$ cat config.mk
export PLATFORM = sky130hd
export DESIGN_NAME = fac_top
export DESIGN_NICKNAME = d
export VERILOG_FILES = /design/src/fac_pkg.sv /design/src/fac_dec_if.sv /design/src/fac_decimator.sv /design/src/fac_top.sv
export SDC_FILE = /design/constraint.sdc
export NUM_CORES = 2
export LEC_CHECK = 0
export CAP_MARGIN = 5
export CORE_ASPECT_RATIO = 0.7
export CORE_MARGIN = 5
export CORE_UTILIZATION = 60
export DETAILED_ROUTE_END_ITERATION = 8
export DONT_BUFFER_PORTS = 1
export PLACE_DENSITY = 0.84
export SLEW_MARGIN = 20
export SYNTH_ARGS = -nofsm -noshare
export SYNTH_HDL_FRONTEND = slang
export SYNTH_SLANG_ARGS = --single-unit
$ cat constraint.sdc
create_clock -name i_sys_clk -period 28 [get_ports i_sys_clk]
set_input_delay 2.8 -clock i_sys_clk [delete_from_list [all_inputs] [get_ports i_sys_clk]]
set_output_delay 2.8 -clock i_sys_clk [all_outputs]
set_load 0.01 [all_outputs]
$ cat src/fac_pkg.sv
/*
 * shared constants and types for the feedback acquisition control block.
 * assumes a single 25 MHz processing clock and a host that polls once a second.
 */
package fac_pkg;
  // ----------------------------------------------------------------
  // sizes
  // ----------------------------------------------------------------
  localparam int FAC_DATA_W = 16;
  localparam int FAC_COEF_W = 16;
  localparam int FAC_TAPS = 8;
  localparam int FAC_SHIFT_W = 3;
  localparam int FAC_LEN_W = 24;
  localparam int FAC_DEC_W = 8;
  localparam int FAC_CNT_W = 32;
  localparam int FAC_PCT_W = 7;
  localparam int FAC_HOLD_GROUP = 4;
  localparam logic [FAC_LEN_W-1:0] FAC_MAX_LEN_ONCHIP = 24'h020000;
  localparam logic [FAC_LEN_W-1:0] FAC_MAX_LEN_EXTERN = 24'h800000;
  localparam logic [FAC_PCT_W-1:0] FAC_PCT_FULL = 7'h64;
  localparam logic [FAC_DEC_W-1:0] FAC_DEC_RESET = 8'h00;
  // ----------------------------------------------------------------
  // fiducial timing: expected period in clocks and tolerated jitter; rf tick timeout in clocks
  // ----------------------------------------------------------------
  localparam logic [15:0] FAC_FID_PERIOD = 16'h0100;
  localparam logic [15:0] FAC_FID_TOL = 16'h0002;
  localparam logic [15:0] FAC_RF_TIMEOUT = 16'h0040;

  typedef enum logic [2:0] {
    FAC_IDLE,
    FAC_ARMED,
    FAC_HOLDOFF,
    FAC_CAPTURE,
    FAC_DONE
  } fac_acq_state_t;
endpackage

$ cat src/fac_dec_if.sv
/*
 * decimation strobe carrier between the top and its decimator.
 * assumes both ends run on the same clock.
 */
interface fac_dec_if;
  import fac_pkg::*;
  logic [FAC_DEC_W-1:0] factor;
  logic restart;
  logic strobe;
  modport ctrl(output factor, output restart, input strobe);
  modport dec(input factor, input restart, output strobe);
endinterface

$ cat src/fac_decimator.sv
/*
 * decimator: strobes once every factor+1 input samples.
 * assumes i_sample_valid is on the same clock; restart resynchronises phase.
 */
module fac_decimator
  import fac_pkg::*;
(
  input wire logic i_sys_clk,
  input wire logic i_reset,
  input wire logic i_sample_valid,
  fac_dec_if.dec dec
);
  logic [FAC_DEC_W-1:0] cnt_reg;
  logic [FAC_DEC_W-1:0] cnt_next;
  logic strobe_next;

  always_comb begin
    cnt_next = cnt_reg;
    strobe_next = 1'b0;
    if (dec.restart) begin
      cnt_next = '0;
    end else if (i_sample_valid) begin
      if (cnt_reg >= dec.factor) begin
        cnt_next = '0;
        strobe_next = 1'b1;
      end else begin
        cnt_next = cnt_reg + 8'h01;
      end
    end
  end

  always_ff @(posedge i_sys_clk or posedge i_reset) begin
    if (i_reset) begin
      cnt_reg <= '0;
      dec.strobe <= 1'b0;
    end else begin
      cnt_reg <= cnt_next;
      dec.strobe <= strobe_next;
    end
  end
endmodule

$ cat src/fac_top.sv
/*
 * feedback acquisition control: coefficient sets, gain shift, output gate,
 * saturation duty detector, grow/damp switching, acquisition sequencer and
 * clock/fiducial status. assumes sample data arrives on i_sys_clk with a
 * valid strobe; external pins are asynchronous and are synchronised here.
 */
import fac_pkg::*;

// How it works
// RULE_01: integrate saturation, compare percent duty threshold
// RULE_02: poll reads result, then counter clears
// RULE_03: zero threshold flags any single saturation
// RULE_04: each shift step doubles output gain
// RULE_05: two loadable, readable coefficient sets
// RULE_06: selector picks active coefficient set
// RULE_07: set_switch_enable allows switching in acquisition
// RULE_08: invert set select for grow length
// RULE_09: hold-off inverts select, groups of four
// RULE_10: acquisition decimation independent of processing
// RULE_11: record length capped per memory type
// RULE_12: memory select picks onchip or external
// RULE_13: trigger source internal or external input
// RULE_14: internal source starts on software trigger
// RULE_15: external trigger ignored unless armed
// RULE_16: auto rearm after each readout
// RULE_17: feedback enable gates output to converter
// RULE_18: flags rf missing and clock lock losses
// RULE_19: fiducial missing or jitter raises error
// RULE_20: count polls, reset clears error counters
// RULE_21: write decimated samples until length, done
module fac_top
  import fac_pkg::*;
#(
  parameter int DATA_W = FAC_DATA_W,
  parameter int TAPS = FAC_TAPS
) (
  input wire logic i_sys_clk,
  input wire logic i_reset,
  input wire logic i_sample_valid,
  input wire logic signed [DATA_W-1:0] i_filter_out,
  input wire logic i_feedback_enable,
  input wire logic [FAC_SHIFT_W-1:0] i_gain_shift,
  input wire logic i_coef_set_select,
  input wire logic i_coef_wr,
  input wire logic i_coef_wr_set,
  input wire logic [2:0] i_coef_addr,
  input wire logic [FAC_COEF_W-1:0] i_coef_wdata,
  input wire logic i_coef_rd_set,
  input wire logic [FAC_PCT_W-1:0] i_saturation_duty_threshold,
  input wire logic i_poll,
  input wire logic i_set_switch_enable,
  input wire logic [FAC_LEN_W-1:0] i_grow_length,
  input wire logic [15:0] i_holdoff_groups,
  input wire logic [FAC_DEC_W-1:0] i_acquisition_decimation,
  input wire logic [FAC_LEN_W-1:0] i_record_length,
  input wire logic i_capture_memory_select,
  input wire logic i_trigger_source_ext,
  input wire logic i_soft_trigger,
  input wire logic i_arm,
  input wire logic i_automatic_rearm,
  input wire logic i_readout_done,
  input wire logic i_external_trigger_input,
  input wire logic i_rf_clock_tick,
  input wire logic i_processing_clock_lock,
  input wire logic i_acquisition_clock_lock,
  input wire logic i_fiducial,
  input wire logic i_error_reset,
  output logic signed [DATA_W-1:0] o_dac_data,
  output logic o_active_set,
  output logic [FAC_COEF_W-1:0] o_coef_rdata,
  output logic o_saturation_flag,
  output logic o_onchip_we,
  output logic o_extern_we,
  output logic [FAC_LEN_W-1:0] o_mem_addr,
  output logic [DATA_W-1:0] o_mem_data,
  output logic o_armed,
  output logic o_acq_busy,
  output logic o_acq_done,
  output logic o_rf_clock_missing,
  output logic o_processing_unlocked,
  output logic o_acquisition_unlocked,
  output logic o_fiducial_error,
  output logic [FAC_CNT_W-1:0] o_interval,
  output logic [FAC_CNT_W-1:0] o_error_count
);
  // ----------------------------------------------------------------
  // pin synchronisers
  // ----------------------------------------------------------------
  logic [1:0] trig_sync_reg, rf_sync_reg, fid_sync_reg;
  logic [1:0] plock_sync_reg, alock_sync_reg;
  logic trig_prev_reg, rf_prev_reg, fid_prev_reg;
  always_ff @(posedge i_sys_clk or posedge i_reset) begin
    if (i_reset) begin
      trig_sync_reg <= '0;
      rf_sync_reg <= '0;
      fid_sync_reg <= '0;
      plock_sync_reg <= '0;
      alock_sync_reg <= '0;
      trig_prev_reg <= 1'b0;
      rf_prev_reg <= 1'b0;
      fid_prev_reg <= 1'b0;
    end else begin
      trig_sync_reg <= {trig_sync_reg[0], i_external_trigger_input};
      rf_sync_reg <= {rf_sync_reg[0], i_rf_clock_tick};
      fid_sync_reg <= {fid_sync_reg[0], i_fiducial};
      plock_sync_reg <= {plock_sync_reg[0], i_processing_clock_lock};
      alock_sync_reg <= {alock_sync_reg[0], i_acquisition_clock_lock};
      trig_prev_reg <= trig_sync_reg[1];
      rf_prev_reg <= rf_sync_reg[1];
      fid_prev_reg <= fid_sync_reg[1];
    end
  end
  logic ext_trig_rise, rf_edge, fid_rise;
  assign ext_trig_rise = trig_sync_reg[1] & ~trig_prev_reg;
  assign rf_edge = rf_sync_reg[1] ^ rf_prev_reg;
  assign fid_rise = fid_sync_reg[1] & ~fid_prev_reg;

  // ----------------------------------------------------------------
  // coefficient sets and output path
  // ----------------------------------------------------------------
  // storage is flat flip-flops; the filter datapath itself lives elsewhere
  logic [FAC_COEF_W-1:0] coef_reg [2][TAPS];
  logic [FAC_COEF_W-1:0] coef_rdata_next;
  logic signed [DATA_W-1:0] dac_next;
  logic sat_now;
  logic invert_reg, invert_next;
  logic active_next;
  logic signed [2*DATA_W-1:0] shifted;
  localparam logic signed [DATA_W-1:0] OUT_MAX = {1'b0, {(DATA_W-1){1'b1}}};
  localparam logic signed [DATA_W-1:0] OUT_MIN = {1'b1, {(DATA_W-1){1'b0}}};

  always_comb begin
    coef_rdata_next = coef_reg[i_coef_rd_set][i_coef_addr]; // [RULE_05]
    active_next = i_coef_set_select ^ invert_reg; // [RULE_06] [RULE_08]
    shifted = (2*DATA_W)'(i_filter_out) <<< i_gain_shift; // [RULE_04]
    sat_now = (shifted > OUT_MAX) || (shifted < OUT_MIN);
    if (shifted[2*DATA_W-1]) begin
      dac_next = sat_now ? OUT_MIN : shifted[DATA_W-1:0];
    end else begin
      dac_next = sat_now ? OUT_MAX : shifted[DATA_W-1:0];
    end
    if (!i_feedback_enable) begin
      dac_next = '0; // [RULE_17]
    end
  end

  always_ff @(posedge i_sys_clk or posedge i_reset) begin
    if (i_reset) begin
      for (int s = 0; s < 2; s++) begin
        for (int t = 0; t < TAPS; t++) begin
          coef_reg[s][t] <= '0;
        end
      end
      o_coef_rdata <= '0;
      o_dac_data <= '0;
      o_active_set <= 1'b0;
    end else begin
      if (i_coef_wr) begin
        coef_reg[i_coef_wr_set][i_coef_addr] <= i_coef_wdata; // [RULE_05]
      end
      o_coef_rdata <= coef_rdata_next;
      o_dac_data <= dac_next;
      o_active_set <= active_next;
    end
  end

  // ----------------------------------------------------------------
  // saturation duty detector
  // ----------------------------------------------------------------
  logic [FAC_CNT_W-1:0] sat_cnt_reg, sat_cnt_next;
  logic [FAC_CNT_W-1:0] smp_cnt_reg, smp_cnt_next;
  logic sat_flag_next;
  logic [FAC_CNT_W+6:0] sat_scaled, smp_scaled;
  always_comb begin
    sat_cnt_next = sat_cnt_reg;
    smp_cnt_next = smp_cnt_reg;
    sat_flag_next = o_saturation_flag;
    sat_scaled = 39'(sat_cnt_reg) * 39'(FAC_PCT_FULL);
    smp_scaled = 39'(smp_cnt_reg) * 39'(i_saturation_duty_threshold);
    if (i_poll) begin
      // result latched for the host, then counter zeroed [RULE_02]
      if (i_saturation_duty_threshold == '0) begin
        sat_flag_next = (sat_cnt_reg != '0); // [RULE_03]
      end else begin
        sat_flag_next = (smp_cnt_reg != '0) &&
                        (sat_scaled >= smp_scaled); // [RULE_01]
      end
      sat_cnt_next = '0;
      smp_cnt_next = '0;
    end else if (i_sample_valid) begin
      smp_cnt_next = smp_cnt_reg + 32'h1;
      if (sat_now) begin
        sat_cnt_next = sat_cnt_reg + 32'h1; // [RULE_01]
      end
    end
  end
  always_ff @(posedge i_sys_clk or posedge i_reset) begin
    if (i_reset) begin
      sat_cnt_reg <= '0;
      smp_cnt_reg <= '0;
      o_saturation_flag <= 1'b0;
    end else begin
      sat_cnt_reg <= sat_cnt_next;
      smp_cnt_reg <= smp_cnt_next;
      o_saturation_flag <= sat_flag_next;
    end
  end

  // ----------------------------------------------------------------
  // acquisition sequencer
  // ----------------------------------------------------------------
  fac_dec_if dec_bus();
  fac_decimator u_dec (
    .i_sys_clk(i_sys_clk),
    .i_reset(i_reset),
    .i_sample_valid(i_sample_valid),
    .dec(dec_bus.dec)
  );
  fac_acq_state_t st_reg, st_next;
  logic [FAC_LEN_W-1:0] idx_reg, idx_next, len_lim;
  logic [FAC_LEN_W-1:0] grow_reg, grow_next;
  logic [17:0] hold_reg, hold_next;
  logic armed_next, trig_ok, done_next;
  logic onchip_we_next, extern_we_next;

  always_comb begin
    // [RULE_11] clamp length to the selected memory's depth
    len_lim = i_capture_memory_select ?
      ((i_record_length > FAC_MAX_LEN_EXTERN) ? FAC_MAX_LEN_EXTERN :
       i_record_length) :
      ((i_record_length > FAC_MAX_LEN_ONCHIP) ? FAC_MAX_LEN_ONCHIP :
       i_record_length);
    dec_bus.factor = i_acquisition_decimation; // [RULE_10]
    dec_bus.restart = 1'b0;
    st_next = st_reg;
    idx_next = idx_reg;
    grow_next = grow_reg;
    hold_next = hold_reg;
    invert_next = 1'b0;
    armed_next = o_armed;
    done_next = o_acq_done;
    onchip_we_next = 1'b0;
    extern_we_next = 1'b0;
    // [RULE_13] [RULE_14] [RULE_15]
    trig_ok = i_trigger_source_ext ? (ext_trig_rise && o_armed) :
              i_soft_trigger;
    if (i_arm || (i_automatic_rearm && i_readout_done)) begin
      armed_next = 1'b1; // [RULE_16]
    end
    unique case (st_reg)
      FAC_IDLE, FAC_DONE: begin
        if (trig_ok && len_lim != '0) begin
          armed_next = 1'b0;
          done_next = 1'b0;
          idx_next = '0;
          grow_next = i_grow_length;
          hold_next = 18'(i_holdoff_groups) * 18'(FAC_HOLD_GROUP); // [RULE_09]
          dec_bus.restart = 1'b1;
          st_next = FAC_HOLDOFF;
        end
      end
      FAC_ARMED: st_next = FAC_IDLE;
      FAC_HOLDOFF: begin
        invert_next = i_set_switch_enable &&
                      (hold_reg != '0 || grow_reg != '0); // [RULE_09]
        if (hold_reg == '0) begin
          st_next = FAC_CAPTURE;
        end else if (i_sample_valid) begin
          hold_next = hold_reg - 18'h1;
        end
      end
      FAC_CAPTURE: begin
        // [RULE_07] [RULE_08] inverted only while grow samples remain
        invert_next = i_set_switch_enable && grow_reg != '0;
        if (dec_bus.strobe) begin
          onchip_we_next = ~i_capture_memory_select; // [RULE_12]
          extern_we_next = i_capture_memory_select;
          idx_next = idx_reg + 24'h1; // [RULE_21]
          if (grow_reg != '0) begin
            grow_next = grow_reg - 24'h1;
          end
          if (idx_reg + 24'h1 >= len_lim) begin
            st_next = FAC_DONE;
            done_next = 1'b1; // [RULE_21]
          end
        end
      end
    endcase
  end

  always_ff @(posedge i_sys_clk or posedge i_reset) begin
    if (i_reset) begin
      st_reg <= FAC_IDLE;
      idx_reg <= '0;
      grow_reg <= '0;
      hold_reg <= '0;
      invert_reg <= 1'b0;
      o_armed <= 1'b0;
      o_acq_done <= 1'b0;
      o_acq_busy <= 1'b0;
      o_onchip_we <= 1'b0;
      o_extern_we <= 1'b0;
      o_mem_addr <= '0;
      o_mem_data <= '0;
    end else begin
      st_reg <= st_next;
      idx_reg <= idx_next;
      grow_reg <= grow_next;
      hold_reg <= hold_next;
      invert_reg <= invert_next;
      o_armed <= armed_next;
      o_acq_done <= done_next;
      o_acq_busy <= (st_next == FAC_HOLDOFF) || (st_next == FAC_CAPTURE);
      o_onchip_we <= onchip_we_next;
      o_extern_we <= extern_we_next;
      o_mem_addr <= idx_reg;
      o_mem_data <= i_filter_out;
    end
  end

  // ----------------------------------------------------------------
  // clock, lock and fiducial status
  // ----------------------------------------------------------------
  logic [15:0] rf_to_reg, rf_to_next, fid_cnt_reg, fid_cnt_next;
  logic fid_err_next, err_event;
  logic [FAC_CNT_W-1:0] intv_next, errc_next;
  always_comb begin
    rf_to_next = rf_edge ? 16'h0000 :
      ((rf_to_reg == FAC_RF_TIMEOUT) ? rf_to_reg : rf_to_reg + 16'h1);
    fid_cnt_next = (fid_cnt_reg == 16'hFFFF) ? fid_cnt_reg :
                   fid_cnt_reg + 16'h1;
    fid_err_next = 1'b0;
    // missing: no edge by period plus tolerance; jitter: edge off period
    if (fid_cnt_reg > FAC_FID_PERIOD + FAC_FID_TOL) begin
      fid_err_next = 1'b1; // [RULE_19]
    end
    if (fid_rise) begin
      fid_cnt_next = 16'h0001;
      if (fid_cnt_reg + FAC_FID_TOL < FAC_FID_PERIOD) begin
        fid_err_next = 1'b1; // [RULE_19]
      end
    end
    err_event = o_rf_clock_missing | o_processing_unlocked |
                o_acquisition_unlocked | o_fiducial_error;
    intv_next = o_interval;
    errc_next = o_error_count;
    if (i_error_reset) begin
      intv_next = '0; // [RULE_20]
      errc_next = '0;
    end else if (i_poll) begin
      intv_next = o_interval + 32'h1; // [RULE_20]
      errc_next = o_error_count + 32'(err_event);
    end
  end
  always_ff @(posedge i_sys_clk or posedge i_reset) begin
    if (i_reset) begin
      rf_to_reg <= '0;
      fid_cnt_reg <= '0;
      o_rf_clock_missing <= 1'b0;
      o_processing_unlocked <= 1'b0;
      o_acquisition_unlocked <= 1'b0;
      o_fiducial_error <= 1'b0;
      o_interval <= '0;
      o_error_count <= '0;
    end else begin
      rf_to_reg <= rf_to_next;
      fid_cnt_reg <= fid_cnt_next;
      o_rf_clock_missing <= (rf_to_next == FAC_RF_TIMEOUT); // [RULE_18]
      o_processing_unlocked <= ~plock_sync_reg[1]; // [RULE_18]
      o_acquisition_unlocked <= ~alock_sync_reg[1]; // [RULE_18]
      o_fiducial_error <= fid_err_next;
      o_interval <= intv_next;
      o_error_count <= errc_next;
    end
  end
endmodule

==> flow_summary.yaml <==
sta:
  finalHoldViolations: 0
  clock.fmax_mhz: 111
  worst_slew_margin_relative_to_its_limit_pct: 23.4
  rsz0062_at_grt: "false"
  final.setup_skew_ns: 0.0333
  fin_crit_sh_pct: 32.3
  period_minus_slack_ns: 9.04
  transition_time_at_the_pin_with_the_least_slew_margin_ns: 1.15
  drv_slew: 0
  report.final.setup_viol: 0
  fin_setup_tns_ns: 0
route:
  drt-initial-drc-count: 2377
  wl_mm: 93.4
  drt-vias-per-instance: 6.04
  remaining_drc_errors: 0
  drt_pre_antenna_iters: 5
  final_antenna_net_count: 0
  drt_wl_cell_um: 20.1
  via_count: 28100
synth:
  dominant_combinational_cell_family_by_area_after_synthesis: "adder cells"
  synth_adder_area_share_pct: 17.2
  post-synth-top-area-cell: "sky130_fd_sc_hd__dfrtp_1"
  synth_simple_gate_area_share_pct: 14.9
  synth_flop_cell: "sky130_fd_sc_hd__dfrtp_1"
  synth-compound-area-share_pct: 8.74
  ys_seq_area_share_pct: 37.8
  avgSynthCellArea_sq_um: 10.2
  synth-edff-count: 0
  ys_async_rst_share_pct: 100
  synth_seq_cells: 591
  synth_cell_types: 84
  number_of_instances_in_the_synthesized_netlist: 3822
  synth_top_area_share_pct: 37.8
  post_synth_instance_area_sq_mm: 0.0391
  yosys-mux-area-fraction_pct: 11.9
  synth_warnings: 0
  yosys-top-cells-area: "sky130_fd_sc_hd__dfrtp_1, sky130_fd_sc_hd__fa_1, sky130_fd_sc_hd__ha_1, sky130_fd_sc_hd__mux2_2, sky130_fd_sc_hd__and2_1"
  number_of_nets_produced_by_synthesis: 4392
  synth_xor_xnor_area_share_pct: 4.84
grt:
  grt_overflow: 0
  vias_in_the_first_global_route: 28000
  grt_usage_pct: 26.2
  grt_first_pass_wirelength_mm: 151
  antenna_found_initial: 1
  grt_max_degree: 192
min_path:
  worst_hold_path_startpoint: "plock_sync_reg[0]"
  hold_path_end: "plock_sync_reg[1]"
  hold_path.class: "reg2reg"
  hold-path-cell-count: 0
power_and_ir_drop:
  power_per_cell_area_mw_per_mm2: 60.1
  vdd.ir_drop.worst_v: 0.0000795
  power_leakage_nw: 19.9
clock_tree:
  post-cts-setup-buffers: 0
  cts_root_buffer: "sky130_fd_sc_hd__clkbuf_16"
  cts_resized: 0
  clkLatencyLatePin_ns: 0.64
  cts.hold.buffers_added: 0
  total_cts_buffers: 57
  tritoncts: "yes"
  cts.htree.levels: 2
  cts.clk_slew.worst_paths_ns: 0.06
  cts_sinks: 591
  clock_path_buffers: 3
flow_run:
  max_cap_viol_count: 0
floorplanning:
  chipHeight_um: 224
  fp.dieArea_sq_mm: 0.0705
  coreArea_sq_mm: 0.0647
  boundaryPins: 286
  chipWidth_um: 315
  initial_utilization_pct: 60.4
  site_row_count: 78
critical_path:
  worst_setup_path_end_kind: "flop"
  critical_path_required_ns: 28.53
  crit_path_kind: "in2reg"
  regToRegSetupSlack_ns: 20.49
  regToRegStartpoint: "smp_cnt_reg[0]"
  crit_path_start_kind: "primary input"
  crit_path_max_fanout: 33
  wp_data_arrival_ns: 9.57
  rr_worst_depth: 26
  crit-reg2reg-capture: "o_saturation_flag"
cells_and_area:
  num_antenna_cells: 0
  num-nets-final: 4291
  layout-drive-gt1-share_pct: 12.2
  syn2layout_area_growth_pct: 7.11
  largest_register_ff_count: 256
  final-instance-count-excl-fill: 4649
place:
  dpl.hpwl_mm: 65.7
  placed_cells: 4541
  numPortBuffers: 0
  gp_congestion: 0.889
outcome:
  outcome: "completed"
==> logic make-up (layout without fill, tap and decap cells) <==
kind of cell	count (synthesis)	count (layout)
AND/OR/NAND/NOR	1175	1175
flip-flops	591	591
AO/OA/AOI/OAI	560	560
buffers and inverters	465	412
adder cells (fa/ha/maj)	431	431
multiplexers	384	384
XOR/XNOR	216	216
==> how the worst max path moves through the flow <==
stage | startpoint | to
after floorplan | i_reset | alock_sync_reg[0]
after global placement | i_saturation_duty_threshold[3] | o_saturation_flag
after detailed placement | i_saturation_duty_threshold[3] | o_saturation_flag
after CTS | i_saturation_duty_threshold[3] | o_saturation_flag
after global routing | i_saturation_duty_threshold[3] | o_saturation_flag
final | i_saturation_duty_threshold[3] | o_saturation_flag
==> power breakdown <==
part | switching [mW] | internal (mW)
logic | 0.258 | 0.231
registers | 0.147 | 1.02
clock network | 0.355 | 0.510
total | 0.760 | 1.76
==> final cells by class <==
cell class                 count  area [sq um]
fill                        4898         22800
multi-input combinational   2766         22600
sequential                   591         14800
clock buffer                  76          1650
tap                          880          1100
inverter                     283          1070
clock inverter                31           482
timing repair buffer          22           201
==> routing by layer <==
layer	wire [um]	vias to the layer above	global-route usage, %
li1	-	12900	-
met1	42100	14100	38.6
met5	13	-	0
met2	42500	918	40.5
met3	6650	176	5.46
met4	2210	2	6.21
==> synth_stat cells (6+ instances only) <==
| master | count |
|---|---|
| sky130_fd_sc_hd__o21bai_1 | 7 |
| sky130_fd_sc_hd__a211oi_1 | 14 |
| sky130_fd_sc_hd__xnor2_1 | 100 |
| sky130_fd_sc_hd__nor2_1 | 289 |
| sky130_fd_sc_hd__nand3_1 | 98 |
| sky130_fd_sc_hd__a31oi_1 | 19 |
| sky130_fd_sc_hd__mux2_2 | 264 |
| sky130_fd_sc_hd__a21o_1 | 57 |
| sky130_fd_sc_hd__nand2b_1 | 28 |
| sky130_fd_sc_hd__nor4_1 | 25 |
| sky130_fd_sc_hd__o21a_1 | 18 |
| sky130_fd_sc_hd__o211ai_1 | 7 |
| sky130_fd_sc_hd__and2_1 | 195 |
| sky130_fd_sc_hd__or3_1 | 36 |
| sky130_fd_sc_hd__o21ai_0 | 157 |
| sky130_fd_sc_hd__nor3_1 | 72 |
| sky130_fd_sc_hd__nand4_1 | 66 |
| sky130_fd_sc_hd__mux4_2 | 34 |
| sky130_fd_sc_hd__xor2_1 | 116 |
| sky130_fd_sc_hd__a211o_1 | 6 |
| sky130_fd_sc_hd__o2111ai_1 | 6 |
| sky130_fd_sc_hd__clkbuf_1 | 149 |
| sky130_fd_sc_hd__nor2b_1 | 19 |
| sky130_fd_sc_hd__nand2_1 | 274 |
| sky130_fd_sc_hd__ha_1 | 255 |
| sky130_fd_sc_hd__o22ai_1 | 39 |
| sky130_fd_sc_hd__buf_2 | 19 |
| sky130_fd_sc_hd__inv_1 | 283 |
| sky130_fd_sc_hd__fa_1 | 176 |
| sky130_fd_sc_hd__and4_1 | 9 |
| sky130_fd_sc_hd__buf_1 | 11 |
| sky130_fd_sc_hd__o31ai_1 | 6 |
| sky130_fd_sc_hd__a21oi_1 | 170 |
| sky130_fd_sc_hd__or4_1 | 9 |
| sky130_fd_sc_hd__a22oi_1 | 7 |
| sky130_fd_sc_hd__nand3b_1 | 6 |
| sky130_fd_sc_hd__mux2i_1 | 81 |
| sky130_fd_sc_hd__and3_1 | 30 |
| sky130_fd_sc_hd__dfrtp_1 | 591 |
==> layout by cell type, fill, tap and decap left out, types with 11 or more instances in the layout <==
cell	Yosys	routed
sky130_fd_sc_hd__dfrtp_1	591	591
sky130_fd_sc_hd__mux2i_1	81	81
sky130_fd_sc_hd__buf_4	1	19
sky130_fd_sc_hd__mux4_2	34	34
sky130_fd_sc_hd__o21a_1	18	18
sky130_fd_sc_hd__ha_1	255	255
sky130_fd_sc_hd__a211oi_1	14	14
sky130_fd_sc_hd__or3_1	36	36
sky130_fd_sc_hd__inv_1	283	282
sky130_fd_sc_hd__nand2_1	274	274
sky130_fd_sc_hd__a21o_1	57	57
sky130_fd_sc_hd__nand2b_1	28	27
sky130_fd_sc_hd__xnor2_1	100	100
sky130_fd_sc_hd__nand3_1	98	98
sky130_fd_sc_hd__and3_1	30	30
sky130_fd_sc_hd__fa_1	176	176
sky130_fd_sc_hd__clkinv_2	0	11
sky130_fd_sc_hd__xor2_1	116	116
sky130_fd_sc_hd__nor2_1	289	277
sky130_fd_sc_hd__nor3_1	72	71
sky130_fd_sc_hd__mux2_2	264	264
sky130_fd_sc_hd__clkbuf_16	0	57
sky130_fd_sc_hd__nor4_1	25	25
sky130_fd_sc_hd__a31oi_1	19	19
sky130_fd_sc_hd__nand4_1	66	66
sky130_fd_sc_hd__o22ai_1	39	39
sky130_fd_sc_hd__a21oi_1	170	169
sky130_fd_sc_hd__o21ai_0	157	157
sky130_fd_sc_hd__and2_1	195	195
sky130_fd_sc_hd__clkbuf_8	0	15
sky130_fd_sc_hd__nor2b_1	19	19
==> critical path, cell delays in order <==
cell and delay (ns):
sky130_fd_sc_hd__and2_1 0.16, sky130_fd_sc_hd__fa_1 0.53, sky130_fd_sc_hd__inv_1 0.05, sky130_fd_sc_hd__fa_1 0.47, sky130_fd_sc_hd__inv_1 0.05, sky130_fd_sc_hd__fa_1 0.52
sky130_fd_sc_hd__inv_1 0.05, sky130_fd_sc_hd__fa_1 0.53, sky130_fd_sc_hd__inv_1 0.04, sky130_fd_sc_hd__ha_1 0.35, sky130_fd_sc_hd__o21ai_0 0.10, sky130_fd_sc_hd__a21oi_1 0.19
sky130_fd_sc_hd__a41oi_1 0.26, sky130_fd_sc_hd__o31ai_1 0.66, sky130_fd_sc_hd__a21o_1 0.21, sky130_fd_sc_hd__a21oi_1 0.07, sky130_fd_sc_hd__xor2_1 0.15, sky130_fd_sc_hd__ha_1 0.30
sky130_fd_sc_hd__nand4_1 0.18, sky130_fd_sc_hd__nor4_1 0.46, sky130_fd_sc_hd__nand2_1 0.21, sky130_fd_sc_hd__o41ai_1 0.43, sky130_fd_sc_hd__a41oi_1 0.22, sky130_fd_sc_hd__o21ai_0 0.14
sky130_fd_sc_hd__o2111ai_1 0.13, sky130_fd_sc_hd__a41o_1 0.22, sky130_fd_sc_hd__o221ai_1 0.06
==> metrics by stage <==
stage | hold WS, ns | setup slack [ns] | power [mW] | area, sq um | utilization [%]
floorplan | 0.331 | 8.66 | 1.53 | 39100 | -
global placement | 0.331 | 18.68 | 1.62 | 39700 | 61.3
detailed placement | 0.335 | 18.51 | 1.65 | 39700 | 61.4
CTS | 0.350 | 19.15 | 2.53 | 41800 | 64.6
global route | 0.350 | 18.59 | 2.64 | 41900 | 64.7
finish | 0.349 | 18.96 | 2.52 | 41900 | 64.7
(Power assumes the default switching activity.)
